==> src/sarc_pkg.sv <==
/*
  sarc_pkg: constants, types and helpers shared by the converter control
  logic and its approximation engine.
  Assumes a single 125 MHz system clock; no other package is needed.
*/
package sarc_pkg;

  localparam int unsigned RES_W = 12;
  localparam int unsigned CLK_PERIOD_NS = 8;
  // internal approximation clock period, one bit decision per tick
  localparam int unsigned SAR_BIT_NS = 80;
  localparam int unsigned SAR_BIT_CYC =
    (SAR_BIT_NS + CLK_PERIOD_NS - 1) / CLK_PERIOD_NS;
  localparam logic [7:0] SAR_BIT_LAST = 8'(SAR_BIT_CYC - 1);
  // ticks spent acquiring the input before the first decision
  localparam logic [1:0] ACQ_TICKS_LAST = 2'h1;
  localparam logic [3:0] IDX_MSB = 4'hB;
  localparam logic [3:0] IDX_END8 = 4'h4;
  localparam logic [3:0] IDX_END12 = 4'h0;
  localparam logic [3:0] PAD8 = 4'h8;

  // register byte addresses
  localparam logic [7:0] ADDR_CTRL = 8'h00;
  localparam logic [7:0] ADDR_STATUS = 8'h04;
  localparam logic [7:0] ADDR_INT_STAT = 8'h08;
  localparam logic [7:0] ADDR_INT_CLR = 8'h0C;
  localparam logic [7:0] ADDR_INT_EN = 8'h10;
  localparam int unsigned CTRL_PIN_DIS_BIT = 0;
  localparam int unsigned STAT_BUSY_BIT = 0;
  localparam int unsigned STAT_LEN8_BIT = 1;
  localparam int unsigned STAT_RES_LSB = 16;
  localparam int unsigned INT_DONE_BIT = 0;
  localparam int unsigned INT_IGN_BIT = 1;
  localparam logic [1:0] INT_RST = 2'h0;
  localparam logic [2:0] HSIZE_WORD = 3'h2;

  // control pins as seen by the block
  typedef struct packed {
    logic chipEn;
    logic selN;
    logic readConv;
    logic wordWide;
    logic lenByteSel;
    logic compKeep;
  } sarc_pins_t;
  localparam sarc_pins_t PINS_RST = 6'h1A;

  // result lanes: drive value and enable per lane
  typedef struct packed {
    logic [RES_W-1:0] data;
    logic [RES_W-1:0] oe;
  } sarc_dbus_t;

  typedef enum logic [2:0] {
    ST_IDLE = 3'h1,
    ST_ACQ = 3'h2,
    ST_CONV = 3'h4
  } sarc_state_t;

  function automatic logic isLastBit(input logic [3:0] idx,
                                     input logic len8);
    return idx == (len8 ? IDX_END8 : IDX_END12);
  endfunction

  function automatic logic [RES_W-1:0] bitMask(input logic [3:0] idx);
    return 12'h001 << idx;
  endfunction

endpackage

==> src/sarc_sar_engine.sv <==
/*
  sarc_sar_engine: successive approximation sequencer with its own
  divided bit clock, acquisition phase and result hold register.
  Assumes start is a one-cycle pulse given only while idle and that
  compKeep is already synchronised to clk_sys.
*/
`timescale 1ns/1ns
`default_nettype none
module sarc_sar_engine (
  input wire logic clk_sys,
  input wire logic nrst,
  input wire logic clkEn,
  input wire logic start,
  input wire logic len8,
  input wire logic compKeep,
  output logic busy,
  output logic done,
  output logic [11:0] trialCode,
  output logic [11:0] result
);
  sarc_pkg::sarc_state_t state_q;
  logic [7:0] divCnt_q;
  logic [1:0] acqCnt_q;
  logic [3:0] idx_q;
  logic [11:0] sar_q;
  logic [11:0] hold_q;
  logic done_q;
  logic tick;

  // divided bit clock, restarted by every accepted start
  assign tick = (divCnt_q == sarc_pkg::SAR_BIT_LAST);
  always_ff @(posedge clk_sys or negedge nrst)
    if (!nrst)
      divCnt_q <= 8'h00;
    else if (clkEn)
    begin
      if (start || tick)
        divCnt_q <= 8'h00;
      else
        divCnt_q <= divCnt_q + 8'h01;
    end

  // sequencer: length is read live so a late latch still steers it
  always_ff @(posedge clk_sys or negedge nrst)
    if (!nrst)
    begin
      state_q <= sarc_pkg::ST_IDLE;
      acqCnt_q <= 2'h0;
      idx_q <= 4'h0;
      sar_q <= 12'h000;
      hold_q <= 12'h000;
      done_q <= 1'b0;
    end
    else if (clkEn)
    begin
      done_q <= 1'b0;
      case (state_q)
        sarc_pkg::ST_IDLE:
          if (start)
          begin
            sar_q <= 12'h000;
            acqCnt_q <= 2'h0;
            state_q <= sarc_pkg::ST_ACQ;
          end
        sarc_pkg::ST_ACQ:
          if (tick)
          begin
            acqCnt_q <= acqCnt_q + 2'h1;
            if (acqCnt_q == sarc_pkg::ACQ_TICKS_LAST)
            begin
              idx_q <= sarc_pkg::IDX_MSB;
              sar_q <= sarc_pkg::bitMask(sarc_pkg::IDX_MSB);
              state_q <= sarc_pkg::ST_CONV;
            end
          end
        sarc_pkg::ST_CONV:
          if (tick)
          begin
            if (sarc_pkg::isLastBit(idx_q, len8))
            begin
              if (len8)
                hold_q <= {sar_q[11:5], compKeep, sarc_pkg::PAD8};
              else
                hold_q <= {sar_q[11:1], compKeep};
              done_q <= 1'b1;
              state_q <= sarc_pkg::ST_IDLE;
            end
            else
            begin
              idx_q <= idx_q - 4'h1;
              sar_q <= (compKeep ? sar_q : sar_q & ~sarc_pkg::bitMask(idx_q))
                       | sarc_pkg::bitMask(idx_q - 4'h1);
            end
          end
        default:
          state_q <= sarc_pkg::ST_IDLE;
      endcase
    end

  assign busy = (state_q != sarc_pkg::ST_IDLE);
  assign done = done_q;
  assign trialCode = sar_q;
  assign result = hold_q;
endmodule // sarc_sar_engine
`default_nettype wire

==> src/sarc_top.sv <==
/*
  sarc_top: start and read control of a 12-bit successive approximation
  converter, with an AHB-Lite register slave and an interrupt output.
  Assumes the control pins and the comparator decision come from outside
  the clock domain; the analog side turns trialCode into a comparison.
*/
`timescale 1ns/1ns
`default_nettype none
module sarc_top (
  input wire logic clk_sys,
  input wire logic nrst,
  input wire logic clkEn,
  // converter pins
  input wire logic chipEn,
  input wire logic selN,
  input wire logic readConv,
  input wire logic wordWide,
  input wire logic length_byte_sel,
  input wire logic compKeep,
  output logic busy_status_out,
  output logic [11:0] resultData,
  output logic [11:0] resultOe,
  output logic [11:0] trialCode,
  // AHB-Lite slave
  input wire logic hsel,
  input wire logic [31:0] haddr,
  input wire logic [1:0] htrans,
  input wire logic hwrite,
  input wire logic [2:0] hsize,
  input wire logic [31:0] hwdata,
  input wire logic hready,
  output logic hreadyout,
  output logic [31:0] hrdata,
  output logic hresp,
  output logic irq
);
  sarc_pkg::sarc_pins_t pinsRaw;
  sarc_pkg::sarc_pins_t sync1_q;
  sarc_pkg::sarc_pins_t pins_q;
  sarc_pkg::sarc_dbus_t dbus_q;
  sarc_pkg::sarc_dbus_t dbus_d;
  logic startCond;
  logic startPrev_q;
  logic startReq;
  logic engStart;
  logic startIgn;
  logic len8_q;
  logic busy;
  logic done;
  logic [11:0] result;
  logic readCond;
  logic [11:0] tgtOe;
  logic pinStartDis_q;
  logic [1:0] intStat_q;
  logic [1:0] intEn_q;
  logic [1:0] intClr;
  logic [1:0] intSet;
  logic irq_q;
  logic addrOk;
  logic wrPend_q;
  logic rdWait_q;
  logic [7:0] apAddr_q;
  logic [31:0] hrdata_q;
  logic [31:0] rdMux;

  assign pinsRaw = '{chipEn: chipEn, selN: selN, readConv: readConv,
                     wordWide: wordWide, lenByteSel: length_byte_sel,
                     compKeep: compKeep};

  // two-stage synchroniser; reset values describe an idle, deselected bus
  always_ff @(posedge clk_sys or negedge nrst)
    if (!nrst)
    begin
      sync1_q <= sarc_pkg::PINS_RST;
      pins_q <= sarc_pkg::PINS_RST;
    end
    else if (clkEn)
    begin
      sync1_q <= pinsRaw;
      pins_q <= sync1_q;
    end

  // the three start inputs are combined before the edge is taken, so
  // whichever arrives last, or all at once, starts by one path
  assign startCond = pins_q.chipEn && !pins_q.selN
                     && !pins_q.readConv;
  assign startReq = startCond && !startPrev_q && !pinStartDis_q;
  assign engStart = startReq && !busy;
  assign startIgn = startReq && busy;

  // edge memory starts low so a start level after power-up converts
  always_ff @(posedge clk_sys or negedge nrst)
    if (!nrst)
      startPrev_q <= 1'b0;
    else if (clkEn)
      startPrev_q <= startCond;

  // length select latched by every start, busy or not; a late latch
  // can shorten or stretch the conversion already running
  always_ff @(posedge clk_sys or negedge nrst)
    if (!nrst)
      len8_q <= 1'b0;
    else if (clkEn && startReq)
      len8_q <= pins_q.lenByteSel;

  // approximation engine; result is plain binary, msb first
  sarc_sar_engine u_engine (
    .clk_sys(clk_sys),
    .nrst(nrst),
    .clkEn(clkEn),
    .start(engStart),
    .len8(len8_q),
    .compKeep(pins_q.compKeep),
    .busy(busy),
    .done(done),
    .trialCode(trialCode),
    .result(result)
  );

  assign busy_status_out = busy;

  // read condition: read/convert high, idle, strobe high, selected
  assign readCond = pins_q.readConv && !busy
                    && pins_q.chipEn && !pins_q.selN;

  // lane selection for word and byte reads
  always_comb
  begin
    tgtOe = 12'h000;
    dbus_d.data = result;
    if (readCond)
    begin
      if (pins_q.wordWide)
        tgtOe = 12'hFFF;
      else if (!pins_q.lenByteSel)
      begin
        tgtOe = 12'hFF0;
        dbus_d.data = {result[11:4], 4'h0};
      end
      else
      begin
        tgtOe = 12'h0FF;
        dbus_d.data = {8'h00, result[3:0]};
      end
    end
    // a change between two live lane sets passes through all-off first,
    // so strapped bytes never fight on a shared bus
    if (dbus_q.oe != 12'h000 && tgtOe != 12'h000 && tgtOe != dbus_q.oe)
      dbus_d.oe = 12'h000;
    else
      dbus_d.oe = tgtOe;
  end

  // registered lanes: start and read exclude each other on read/convert,
  // so the enable is already off on the edge busy rises
  always_ff @(posedge clk_sys or negedge nrst)
    if (!nrst)
      dbus_q <= '0;
    else if (clkEn)
      dbus_q <= dbus_d;

  assign resultData = dbus_q.data;
  assign resultOe = dbus_q.oe;

  // bus address phase: only whole-word transfers, NONSEQ or SEQ, are taken
  assign addrOk = hsel && htrans[1] && hready
                  && (hsize == sarc_pkg::HSIZE_WORD);

  always_ff @(posedge clk_sys or negedge nrst)
    if (!nrst)
    begin
      wrPend_q <= 1'b0;
      rdWait_q <= 1'b0;
      apAddr_q <= 8'h00;
    end
    else if (clkEn)
    begin
      wrPend_q <= addrOk && hwrite;
      rdWait_q <= addrOk && !hwrite;
      if (addrOk)
        apAddr_q <= haddr[7:0];
    end

  // read mux; unmapped and write-only addresses read as zero
  always_comb
  begin
    rdMux = 32'h0000_0000;
    if (apAddr_q == sarc_pkg::ADDR_CTRL)
      rdMux[sarc_pkg::CTRL_PIN_DIS_BIT] = pinStartDis_q;
    else if (apAddr_q == sarc_pkg::ADDR_STATUS)
    begin
      rdMux[sarc_pkg::STAT_BUSY_BIT] = busy;
      rdMux[sarc_pkg::STAT_LEN8_BIT] = len8_q;
      rdMux[sarc_pkg::STAT_RES_LSB +: 12] = result;
    end
    else if (apAddr_q == sarc_pkg::ADDR_INT_STAT)
      rdMux[1:0] = intStat_q;
    else if (apAddr_q == sarc_pkg::ADDR_INT_EN)
      rdMux[1:0] = intEn_q;
  end

  // reads take one wait state so hrdata comes from a flip-flop
  always_ff @(posedge clk_sys or negedge nrst)
    if (!nrst)
      hrdata_q <= 32'h0000_0000;
    else if (clkEn && rdWait_q)
      hrdata_q <= rdMux;

  assign hrdata = hrdata_q;
  assign hreadyout = !rdWait_q;
  assign hresp = 1'b0;

  // control and enable registers
  always_ff @(posedge clk_sys or negedge nrst)
    if (!nrst)
    begin
      pinStartDis_q <= 1'b0;
      intEn_q <= sarc_pkg::INT_RST;
    end
    else if (clkEn && wrPend_q)
    begin
      if (apAddr_q == sarc_pkg::ADDR_CTRL)
        pinStartDis_q <= hwdata[sarc_pkg::CTRL_PIN_DIS_BIT];
      else if (apAddr_q == sarc_pkg::ADDR_INT_EN)
        intEn_q <= hwdata[1:0];
    end

  // sticky events; a set in the clearing cycle survives the clear
  assign intClr = (wrPend_q && apAddr_q == sarc_pkg::ADDR_INT_CLR)
                  ? hwdata[1:0] : 2'h0;
  always_comb
  begin
    intSet = 2'h0;
    intSet[sarc_pkg::INT_DONE_BIT] = done;
    intSet[sarc_pkg::INT_IGN_BIT] = startIgn;
  end

  always_ff @(posedge clk_sys or negedge nrst)
    if (!nrst)
      intStat_q <= sarc_pkg::INT_RST;
    else if (clkEn)
      intStat_q <= (intStat_q & ~intClr) | intSet;

  // level interrupt, registered to keep the pin glitch free
  always_ff @(posedge clk_sys or negedge nrst)
    if (!nrst)
      irq_q <= 1'b0;
    else if (clkEn)
      irq_q <= |(intStat_q & intEn_q);

  assign irq = irq_q;
endmodule // sarc_top
`default_nettype wire

==> config.mk <==
export PLATFORM = sky130hd
export DESIGN_NAME = sarc_top
export DESIGN_NICKNAME = d
export VERILOG_FILES = /design/src/sarc_pkg.sv /design/src/sarc_sar_engine.sv /design/src/sarc_top.sv
export SDC_FILE = /design/constraint.sdc
export NUM_CORES = 1
export LEC_CHECK = 0
export BUFFER_PORTS_ARGS = -buffer_cell sky130_fd_sc_hd__buf_2
export CORE_ASPECT_RATIO = 0.7
export CORE_MARGIN = 10
export CORE_UTILIZATION = 47
export CTS_CLUSTER_DIAMETER = 50
export CTS_CLUSTER_SIZE = 40
export DETAILED_ROUTE_END_ITERATION = 10
export PLACE_DENSITY = 0.87
export SLEW_MARGIN = 20
export SYNTH_ARGS = -nofsm -noshare
export SYNTH_HDL_FRONTEND = slang
export SYNTH_SLANG_ARGS = --single-unit
==> constraint.sdc <==
create_clock -name clk_sys -period 2.3 [get_ports clk_sys]
set_input_delay 0.46 -clock clk_sys [delete_from_list [all_inputs] [get_ports clk_sys]]
set_output_delay 0.46 -clock clk_sys [all_outputs]
set_load 0.02 [all_outputs]
==> metrics.md, run 1 <==
| Metric | Value |
|---|---|
| Status | `finished clean` |
| Leak Pwr | `between 2 and 3 nW` |
| Antenna-violating nets left | `0` |
| Clk_lat worst skew | `340 ps` |
| Initial antenna violation count | `0` |
| Total grt overflow | `0` |
| First-pass GRT wire length | `19700 um` |
| Most common cell in the synthesized netlist | `dfrtp_1` |
| Pwr Density | `917 mW/mm2` |
| Fmax | `roughly 440 MHz` |
| Clock root buffer | `clkbuf_16` |
| Largest net degree at the start of global routing | `46` |
| Width of the die | `roughly 140 um` |
| GR Util All Layers | `15.7%` |
| Synth top cells by count | `94 x dfrtp_1, 34 x mux2_2, 33 x nand2_1` |
| Slew Viols, Final | `0` |
| Final setup TNS | `0 ps` |
| Post-synth EDFFs | `0` |
| Post-synthesis sequential area ratio | `50.6%` |
| Critical Path AT | `2510 ps` |
| Post-layout min period | `~2300 ps` |
| Clock Skews | `5.06 ps` |
| Die Area | `0.0152 mm2` |
| DR vias | `~3900` |
| Hold Slack | `63.7 ps` |
| Overall Power | `5.33 mW` |
| Post-Synthesis Cells | `about 470` |
| Avg Cell Area, Syn | `around 11 um2` |
| WS Path Type | `flop to flop` |
| Finished Cell Area | `0.00580 mm2` |
| Crit path launch type | `flop` |
| H-tree depth | `3` |
| Max-cap violations | `0` |
| Type of the tightest min-delay check | `input pin to asynchronous set/reset pin` |
| Detail Placement HPWL | `8770 um` |
| CP max stage delay | `420 ps` |
| Async SR Flop Fraction | `100%` |
| Final WS setup | `47.8 ps` |
| Fillcell total | `829` |
| Site Rows | `31` |
| Clock buffer depth | `2` |
| Cell taking the most area after synthesis | `dfrtp_1` |
| Worst vdd ir | `~0.45 mV` |
| Critical-path maximum fanout | `4` |
| First DRT Iteration DRCs | `about 310` |
| Initial Utilization | `48.4%` |
| Post-route DRC | `0` |
| Post-Route WL | `between 10000 and 15000 um` |
| Worst-margin pin slew | `around 710 ps` |
| Placement-stage cell area | `between 0.005 and 0.006 mm2` |
| Slowest-stage cell, CP | `or3_4` |
| Final Setup Violations | `0` |
| Yosys Warn Count | `0` |
| Via-to-Cell Ratio | `roughly 5.8` |
| CTS sink count | `between 100 and 150` |
| Post-synth cell types | `just over 60` |
| ANT cells | `0` |
| Worst setup EP type | `flop` |
| Routability Congestion | `about 0.93` |
| Primary FF master, synth | `dfrtp_1` |
| TritonRoute pass-1 iters | `4` |
| Critical Path, Cell by Cell | `inv_1 -> ha_1 -> nor4b_4 -> o2111ai_1 -> a221o_1 -> or3_4 -> o21ai_1` |
| Top Ports | `153` |
| Die H | `106 um` |
| IO Port Bufs | `78` |
| Clock slew at reported path FFs | `~70 ps` |
| Setup bufs post-CTS | `0` |
| Slew margin rel. | `52.9%` |
| Final hold violation count | `0` |
| Reg-to-Reg Start | `u_engine.divCnt_q[1]` |
| Post-DR wirelength/cell | `approximately 18 um` |
| Worst r2r path cells | `7` |
| Vias in the first global route | `approximately 3800` |
| CTS tree | `done` |
| Post-CTS Hold Fix Bufs | `0` |
| Setup crit start | `u_engine.divCnt_q[1]` |
| Top cells by area, synth | `dfrtp_1 47%, mux2_2 7.6%, buf_4 4.8%` |
| Synthesized area | `around 0.0050 mm2` |
| Post-Place Setup Slack | `124 ps` |
| Final nets | `between 600 and 700` |
| CORE AREA | `0.0104 mm2` |
| Post-synthesis sequential element count | `101` |
| Total CTS buffers | `9` |
| Area grow syn2layout | `15.9%` |
| Period utilisation layout | `around 100%` |
| Yosys top cell area share | `between 40% and 50%` |
| Fraction of layout cells with a size suffix above 1 | `31.6%` |
| WP data required | `roughly 2600 ps` |
-- layout make-up --
cell class	count	area (um2)	area share (%)
Sequential cell	101	2540	43.7
Clock inverter	7	80.1	1.38
Multi-Input combinational cell	315	2180	37.6
Timing Repair Buffer	99	563	9.70
Tap cell	132	165	2.85
Clock buffer	9	225	3.88
Inverter	14	52.6	0.905
-- critical path, delay by kind of cell (launching register included) --
family / cells / cell delay (ps)
AO/OA/AOI/OAI: 3 / 760
AND/OR/NAND/NOR: 2 / 750
adder cells (fa/ha/maj): 1 / 160
buffers and inverters: 1 / 90
flip-flops: 1 / 410
-- per-stage QoR --
| step | util [%] | instances |
|---|---|---|
| 4_1_cts | 55.9 | 677 |
| 5_1_grt | 56.0 | 677 |
| 3_5_place_dp | 52.9 | 661 |
| 6_report | 56.0 | 677 |
| 2_1_floorplan | - | 483 |
| 3_3_place_gp | 52.9 | 661 |
-- logic make-up after synthesis --
group / count (synthesis) / share of synthesized area (%)
other: 1 / 0.0749
adder cells (fa/ha/maj): 8 / 2.00
buffers and inverters: 67 / 7.72
multiplexers: 37 / 8.25
flip-flops: 101 / 50.6
AND/OR/NAND/NOR: 128 / 13.9
AO/OA/AOI/OAI: 115 / 16.0
XOR/XNOR: 8 / 1.40
-- cells in the final DEF (no fill, tap or decap), drive strengths merged, types with 4 or more instances in the layout --
cell and n:
buf 99, dfrtp 94, mux2 34, nand2 34, o21ai 32, nor2 31, a22o 26, conb 19
a21oi 17, inv 17, nand3 15, nor3 10, nand2b 9, clkbuf 9, ha 8, dfstp 7
nor2b 6, o31ai 6, nor3b 6, o311ai 5, xor2 4, a21o 4, a31oi 4, xnor2 4
-- power by group --
part           leakage [nW]  total, mW  internal, mW  switching [mW]
registers              1.33       2.29          2.01           0.284
logic                  1.30       1.50         0.603           0.893
clock network         0.148       1.54         0.859           0.681
total                  2.78       5.33          3.47            1.86
-- what timing repair did --
item,in CTS,in global routing
hold endpoints to repair,0,0
endpoints found under the setup margin,0,8
gates resized for setup,0,3
-- layer usage --
metal  share of wire [%]  track usage (%)  routed length, um
met5                   0                0                  0
met3                 9.0             4.62               1100
met1                  41             19.6               5030
met2                  48             25.4               5860
met4                 2.0             5.38                240
-- path summary, 6_finish.rpt --
check,endpoint,slack [ps]
min reg2reg,sync1_q[5],510
min in group clk_sys,rdWait_q,300
max,u_engine.trialCode[4],50
min,u_engine.idx_q[1],60
max reg2reg,u_engine.trialCode[4],50
max in group asynchronous,u_engine.state_q[0],1560
-- sequential cells by signal, indices dropped and copies added (netlist names), 3 cells and up --
| signal | cells |
|---|---|
| u_engine.result | 12 |
| u_engine.idx_q | 4 |
| hrdata | 14 |
| u_engine.divCnt_q | 8 |
| resultOe | 3 |
| resultData | 12 |
| pins_q | 6 |
| u_engine.state_q | 3 |
| u_engine.trialCode | 12 |
| apAddr_q | 8 |
| sync1_q | 6 |
(Power assumes the default switching activity.)
==> run 2, diff against run 1 <==
Settings changed: PLACE_DENSITY 0.87 to 0.89.
==> run 2 against run 1 <==
Compared with the run above: register-to-register slack improved by 90 ps; worst hold slack improved by 51 ps; final cell count grew 0.74%; sequential share of layout area down 0.28 points; die area is the same; sequential cell count unchanged; cell area rose by 0.65%; worst setup slack better by 88 ps; first-iteration DRC count grew 5.1%; combinational power up 8%; power is 1.1% higher; largest cell class unchanged; highest routed layer unchanged.
==> metrics.md, run 2 (synthesis gave the netlist of run 1 again) <==
| Metric | Value |
|---|---|
| WS Path Type | `flop to flop` |
| Die H | `~110 um` |
| Initial antenna violation count | `0` |
| Final nets | `between 600 and 700` |
| Slew margin rel. | `approximately half` |
| Width of the die | `between 100 and 150 um` |
| Critical Path, Cell by Cell | `or3b_1 -> nor3_2 -> nand3_2 -> mux2_2` |
| Area grow syn2layout | `16.7%` |
| Site Rows | `31` |
| DR vias | `between 4000 and 5000` |
| IO Port Bufs | `78` |
| Post-layout min period | `about 2200 ps` |
| Status | `finished clean` |
| CTS sink count | `a little over 100` |
| RSZ-0062 raised after global routing | `true` |
| Top Ports | `~150` |
| Antenna-violating nets left | `0` |
| First-pass GRT wire length | `20700 um` |
| FF-to-FF setup slack | `140 ps` |
| Critical Path AT | `about 2400 ps` |
| WP data required | `roughly 2500 ps` |
| Max-cap violations | `0` |
| Most frequent cells in the layout | `94 x dfrtp_1, 77 x buf_2, 34 x mux2_2` |
| Initial Utilization | `approximately 48%` |
| Final core utilization | `56.4%` |
| Slowest-stage cell, CP | `dfrtp_1` |
| Largest net degree at the start of global routing | `44` |
| Type of the tightest min-delay check | `input pin to asynchronous set/reset pin` |
| GR Util All Layers | `between 10% and 20%` |
| Clk_lat worst skew | `350 ps` |
| Max FFs per register | `14` |
| Routability Congestion | `slightly below 0.9` |
| TritonRoute pass-1 iters | `7` |
| Crit path launch type | `flop` |
| CORE AREA | `around 0.010 mm2` |
| Pwr Density | `between 900 and 1000 mW/mm2` |
| Final WS setup | `135 ps` |
| Total CTS buffers | `9` |
| Post-route DRC | `0` |
| ANT cells | `0` |
| H-tree depth | `3` |
| Fraction of layout cells with a size suffix above 1 | `32.4%` |
| Post-Route WL | `12800 um` |
| Fmax | `roughly 460 MHz` |
| CP max stage delay | `about 570 ps` |
| Worst r2r path cells | `4` |
| Worst setup EP type | `flop` |
| Hold Slack | `~110 ps` |
| Die Area | `0.0152 mm2` |
| Post-Place Setup Slack | `129 ps` |
| Most common cell after layout, fill and taps aside | `dfrtp_1` |
| Post-DR wirelength/cell | `18.8 um` |
| Critical-path maximum fanout | `18` |
| Final Setup Violations | `0` |
| Post-CTS Hold Fix Bufs | `0` |
| Total grt overflow | `0` |
| First DRT Iteration DRCs | `between 300 and 400` |
| Worst-margin pin slew | `752 ps` |
| Leak Pwr | `about 2.8 nW` |
| Period utilisation layout | `94.1%` |
| Vias in the first global route | `a little over 4000` |
| Worst vdd ir | `slightly below 0.6 mV` |
| CTS tree | `done` |
| Clock slew at reported path FFs | `~70 ps` |
| Via-to-Cell Ratio | `5.87` |
| Clock root buffer | `clkbuf_16` |
| Final hold violation count | `0` |
| Clock Skews | `between 9 and 10 ps` |
| Slew Viols, Final | `0` |
| Clock buffer depth | `2` |
| Detail Placement HPWL | `between 8000 and 9000 um` |
## run 2: worst paths after layout
| kind | endpoint | startpoint |
|---|---|---|
| hold reg to reg | hrdata[23] | hrdata[23] |
| min in group clk_sys | rdWait_q | hwrite |
| hold / removal | u_engine.idx_q[1] | nrst |
| max in group asynchronous | sync1_q[1] | nrst |
| setup / recovery | u_engine.result[11] | u_engine.state_q[2] |
| setup reg to reg | u_engine.result[11] | u_engine.state_q[2] |
## run 2: layout make-up
class | instances | area (um2)
clock buffers | 9 | 225
clock inverters | 7 | 80.1
fillers | 806 | 4510
inverters | 14 | 52.6
multi-input cells | 315 | 2180
flip-flops and latches | 101 | 2540
well taps | 132 | 165
repair buffers | 104 | 601
## run 2: repair_timing
| action | CTS | global route |
|---|---|---|
| setup buffers | 0 | 3 |
| setup endpoints to repair | 0 | 19 |
| resized for setup | 0 | 4 |
## run 2: worst max-delay path: cells and delay by family (launching register included)
family           cells  cell delay (ps)
DFF                  1              570
and+or+nand+nor      3             1080
muxes                1              400
## run 2: where the power goes
group	switching, mW	internal (mW)
Combinational	0.969	0.651
Clock	0.745	0.772
Sequential	0.241	2.00
Total	1.96	3.43
## run 2: metrics by stage
| stage | TNS, ps | total power, mW | std cells | instance area, um2 |
|---|---|---|---|---|
| 6_report | 0 | 5.38 | 682 | 5840 |
| 5_1_grt | -15.0 | 5.65 | 682 | 5840 |
| 4_1_cts | 0 | 5.29 | 679 | 5800 |
| 3_5_place_dp | 0 | 3.76 | 663 | 5500 |
| 3_3_place_gp | 0 | 3.67 | 663 | 5500 |
| 2_1_floorplan | 0 | 3.34 | 483 | 5070 |
## run 2: routing by layer
| layer | wire [um] | share of wire (%) | vias to the layer above | track usage, % |
|---|---|---|---|---|
| li1 | - | - | 1782 | - |
| met1 | 5100 | 40 | 1959 | 19.8 |
| met2 | 6130 | 48 | 216 | 27.1 |
| met3 | 1220 | 9.6 | 48 | 5.65 |
| met4 | 348 | 2.7 | 0 | 5.89 |
| met5 | 0 | 0 | - | 0 |
==> run 3, diff against run 2 <==
Settings changed: CORE_MARGIN 10 to 8, SYNTH_HIERARCHICAL set to 1.
==> run 3 against run 2 <==
Compared with the run above: register-to-register slack worse by 70 ps; cell area grew 0.43%; non-clock buffer count shrank 8; worst setup slack worse by 69 ps; utilization decreased by 0.18 points; global-route usage increased by 0.11 points; first-iteration DRC count is 2.4% lower; sequential share of layout area fell by 0.19 points.
==> metrics.md, run 3 <==
| Metric | Value |
|---|---|
| Post-synth cell types | `76` |
| Multi-input gate area | `0.00221 mm2` |
| Vias in the first global route | `slightly below 4000` |
| Initial Utilization | `roughly 50%` |
| Synthesized area | `0.00507 mm2` |
| IO Port Bufs | `a little under 80` |
| WS Path Type | `flop to flop` |
| Fillcell total | `between 800 and 900` |
| Post-synth EDFFs | `0` |
| Post-CTS Hold Fix Bufs | `0` |
| Critical Path, Cell by Cell | `or3b_4 -> nor4_4 -> o311ai_4 -> a211o_2 -> buf_4 -> a21oi_2 -> o2bb2ai_1` |
| Final Setup Violations | `0` |
| Post-synthesis sequential area ratio | `50.0%` |
| Detail Placement HPWL | `roughly 8500 um` |
| Post-Synthesis Cells | `~480` |
| Reg2reg end | `u_engine/trialCode[10]` |
| Initial antenna violation count | `0` |
| WP data required | `2520 ps` |
| CTS tree | `done` |
| Status | `finished clean` |
| Total grt overflow | `0` |
| Die H | `approximately 100 um` |
| Total CTS buffers | `9` |
| GRT met1 Usage | `a little over a fifth` |
| RSZ-0062 raised after global routing | `false` |
| Clock root buffer | `clkbuf_16` |
| Site Rows | `31` |
| Fraction of layout cells with a size suffix above 1 | `32.5%` |
| TritonRoute pass-1 iters | `4` |
| Final nets | `~640` |
| Die Area | `between 0.01 and 0.015 mm2` |
| Clock Skews | `about 8.0 ps` |
| Post-synthesis sequential element count | `a little over 100` |
| Yosys Warn Count | `6` |
| Most frequent cells in the layout | `94 x dfrtp_1, 77 x buf_2, 42 x nand2_1` |
| Clock slew at reported path FFs | `70 ps` |
| Async SR Flop Fraction | `100%` |
| Post-Route WL | `11900 um` |
| FF-to-FF setup slack | `between 60 and 70 ps` |
| GR Util All Layers | `16.6%` |
| Pwr Density | `900 mW/mm2` |
| Top Ports | `roughly 150` |
| Met2 GRT Util | `between 20% and 30%` |
| Post-layout min period | `2230 ps` |
| Max-cap violations | `0` |
| Busiest layer in global routing | `met2` |
| Slew margin rel. | `about 56%` |
| Synth top cells by count | `94 x dfrtp_1, 42 x nand2_1, 30 x buf_4, 30 x mux2_2, 29 x inv_1` |
| Slew Viols, Final | `0` |
| Period utilisation layout | `approximately 97%` |
| Final WS setup | `66.5 ps` |
| Crit path launch type | `flop` |
| Type of the tightest min-delay check | `input pin to asynchronous set/reset pin` |
| Worst setup EP type | `flop` |
| DR vias | `about 3800` |
| Finished Cell Area | `0.00587 mm2` |
| Max FFs per register | `14` |
| Antenna-violating nets left | `0` |
| Reg-to-Reg Start | `pins_q[3]` |
| Post-Place Setup Slack | `about 21 ps` |
| Critical Path AT | `2460 ps` |
| Cell taking the most area after synthesis | `dfrtp_1` |
| Post-route DRC | `0` |
| Largest net degree at the start of global routing | `~100` |
| First DRT Iteration DRCs | `~320` |
| CTS sink count | `about 100` |
| CP max stage delay | `420 ps` |
| Most common cell after layout, fill and taps aside | `dfrtp_1` |
| Via-to-Cell Ratio | `roughly 5.5` |
| Clk_lat worst skew | `between 300 and 400 ps` |
| Worst-margin pin slew | `about 650 ps` |
| Routability Congestion | `between 0.9 and 1` |
| Clock buffer depth | `2` |
| Most common cell in the synthesized netlist | `dfrtp_1` |
| Hold Slack | `~150 ps` |
| First-pass GRT wire length | `19500 um` |
| Register Area | `0.00254 mm2` |
| Worst vdd ir | `about 0.43 mV` |
| Final hold violation count | `0` |
| H-tree depth | `3` |
| Critical-path maximum fanout | `7` |
| Fmax | `between 400 and 500 MHz` |
| CP endpoint | `u_engine/trialCode[10]` |
| Avg Cell Area, Syn | `about 11 um2` |
| Top cells by area, synth | `dfrtp_1 46%, mux2_2 6.7%, buf_4 4.4%` |
| Post-DR wirelength/cell | `17.1 um` |
| Width of the die | `approximately 140 um` |
| Setup crit start | `pins_q[3]` |
| Leak Pwr | `about 2.8 nW` |
| Placement-stage cell area | `0.00554 mm2` |
| Final setup TNS | `0 ps` |
| Overall Power | `5.28 mW` |
| Area grow syn2layout | `15.7%` |
| Slowest-stage cell, CP | `or3b_4` |
| Met3 GRT Util | `under 10%` |
| ANT cells | `0` |
| Worst r2r path cells | `7` |
| Primary FF master, synth | `dfrtp_1` |
| CORE AREA | `approximately 0.010 mm2` |
| Yosys top cell area share | `46.4%` |
==> run 3: cell families (layout without fill, tap and decap cells) <==
family / count (synthesis) / in the layout / synth area share [%]
AOI/OAI and AO/OA: 109 / 109 / 14.6
xor gates and xnor gates: 9 / 9 / 1.55
adders and majority gates: 8 / 8 / 1.97
buffers and inverters: 78 / 141 / 8.54
DFF: 101 / 101 / 50.0
muxes: 35 / 35 / 7.90
other: 1 / 19 / 0.0739
and+or+nand+nor: 138 / 138 / 15.4
==> run 3: critical path, delay by kind of cell (launching register included) <==
| family | cells | cell delay (ps) |
|---|---|---|
| buffers and inverters | 1 | 180 |
| AND/OR/NAND/NOR | 2 | 830 |
| flip-flops | 1 | 380 |
| AO/OA/AOI/OAI | 4 | 720 |
==> run 3: worst min path at each step <==
stage / to / start / cells past startpoint
3_5_place_dp: u_engine/acqCnt_q[1] / u_engine/acqCnt_q[1] / 2
6_report: u_engine/idx_q[1] / nrst / 2
3_3_place_gp: hrdata[1] / hrdata[1] / 2
2_1_floorplan: apAddr_q[0] / nrst / 0
5_1_grt: u_engine/divCnt_q[4] / nrst / 2
4_1_cts: u_engine/acqCnt_q[1] / nrst / 2
==> run 3: stage by stage <==
stage,instances,util [%]
2_1_floorplan,497,-
3_3_place_gp,674,53.1
3_5_place_dp,674,53.1
4_1_cts,691,56.0
5_1_grt,692,56.2
6_report,692,56.2
==> run 3: layout make-up <==
class                      count  area share [%]
multi-input combinational    318            37.7
timing repair buffer          96            9.43
inverter                      29            1.86
sequential                   101            43.2
tap                          132            2.82
clock buffer                   9            3.84
clock inverter                 7            1.13
==> run 3: repair_timing <==
item                                    in CTS  in global routing
buffers inserted                             1                  1
resized for setup                            1                  3
pin swaps                                    1                  3
hold endpoints to repair                     0                  0
endpoints found under the setup margin       2                 13
==> run 3: power by group <==
| part | switching, mW | internal (mW) | leakage, nW | total [mW] |
|---|---|---|---|---|
| registers | 0.261 | 1.99 | 1.33 | 2.25 |
| clock network | 0.706 | 0.759 | 0.141 | 1.46 |
| logic | 0.916 | 0.653 | 1.38 | 1.57 |
==> run 3: per-layer routing <==
layer	wire (um)	part of all wire [%]	up-vias
met3	809	6.8	12
li1	-	-	1787
met5	0	0	-
met4	112	0.94	0
met2	5760	49	127
met1	5170	44	1866
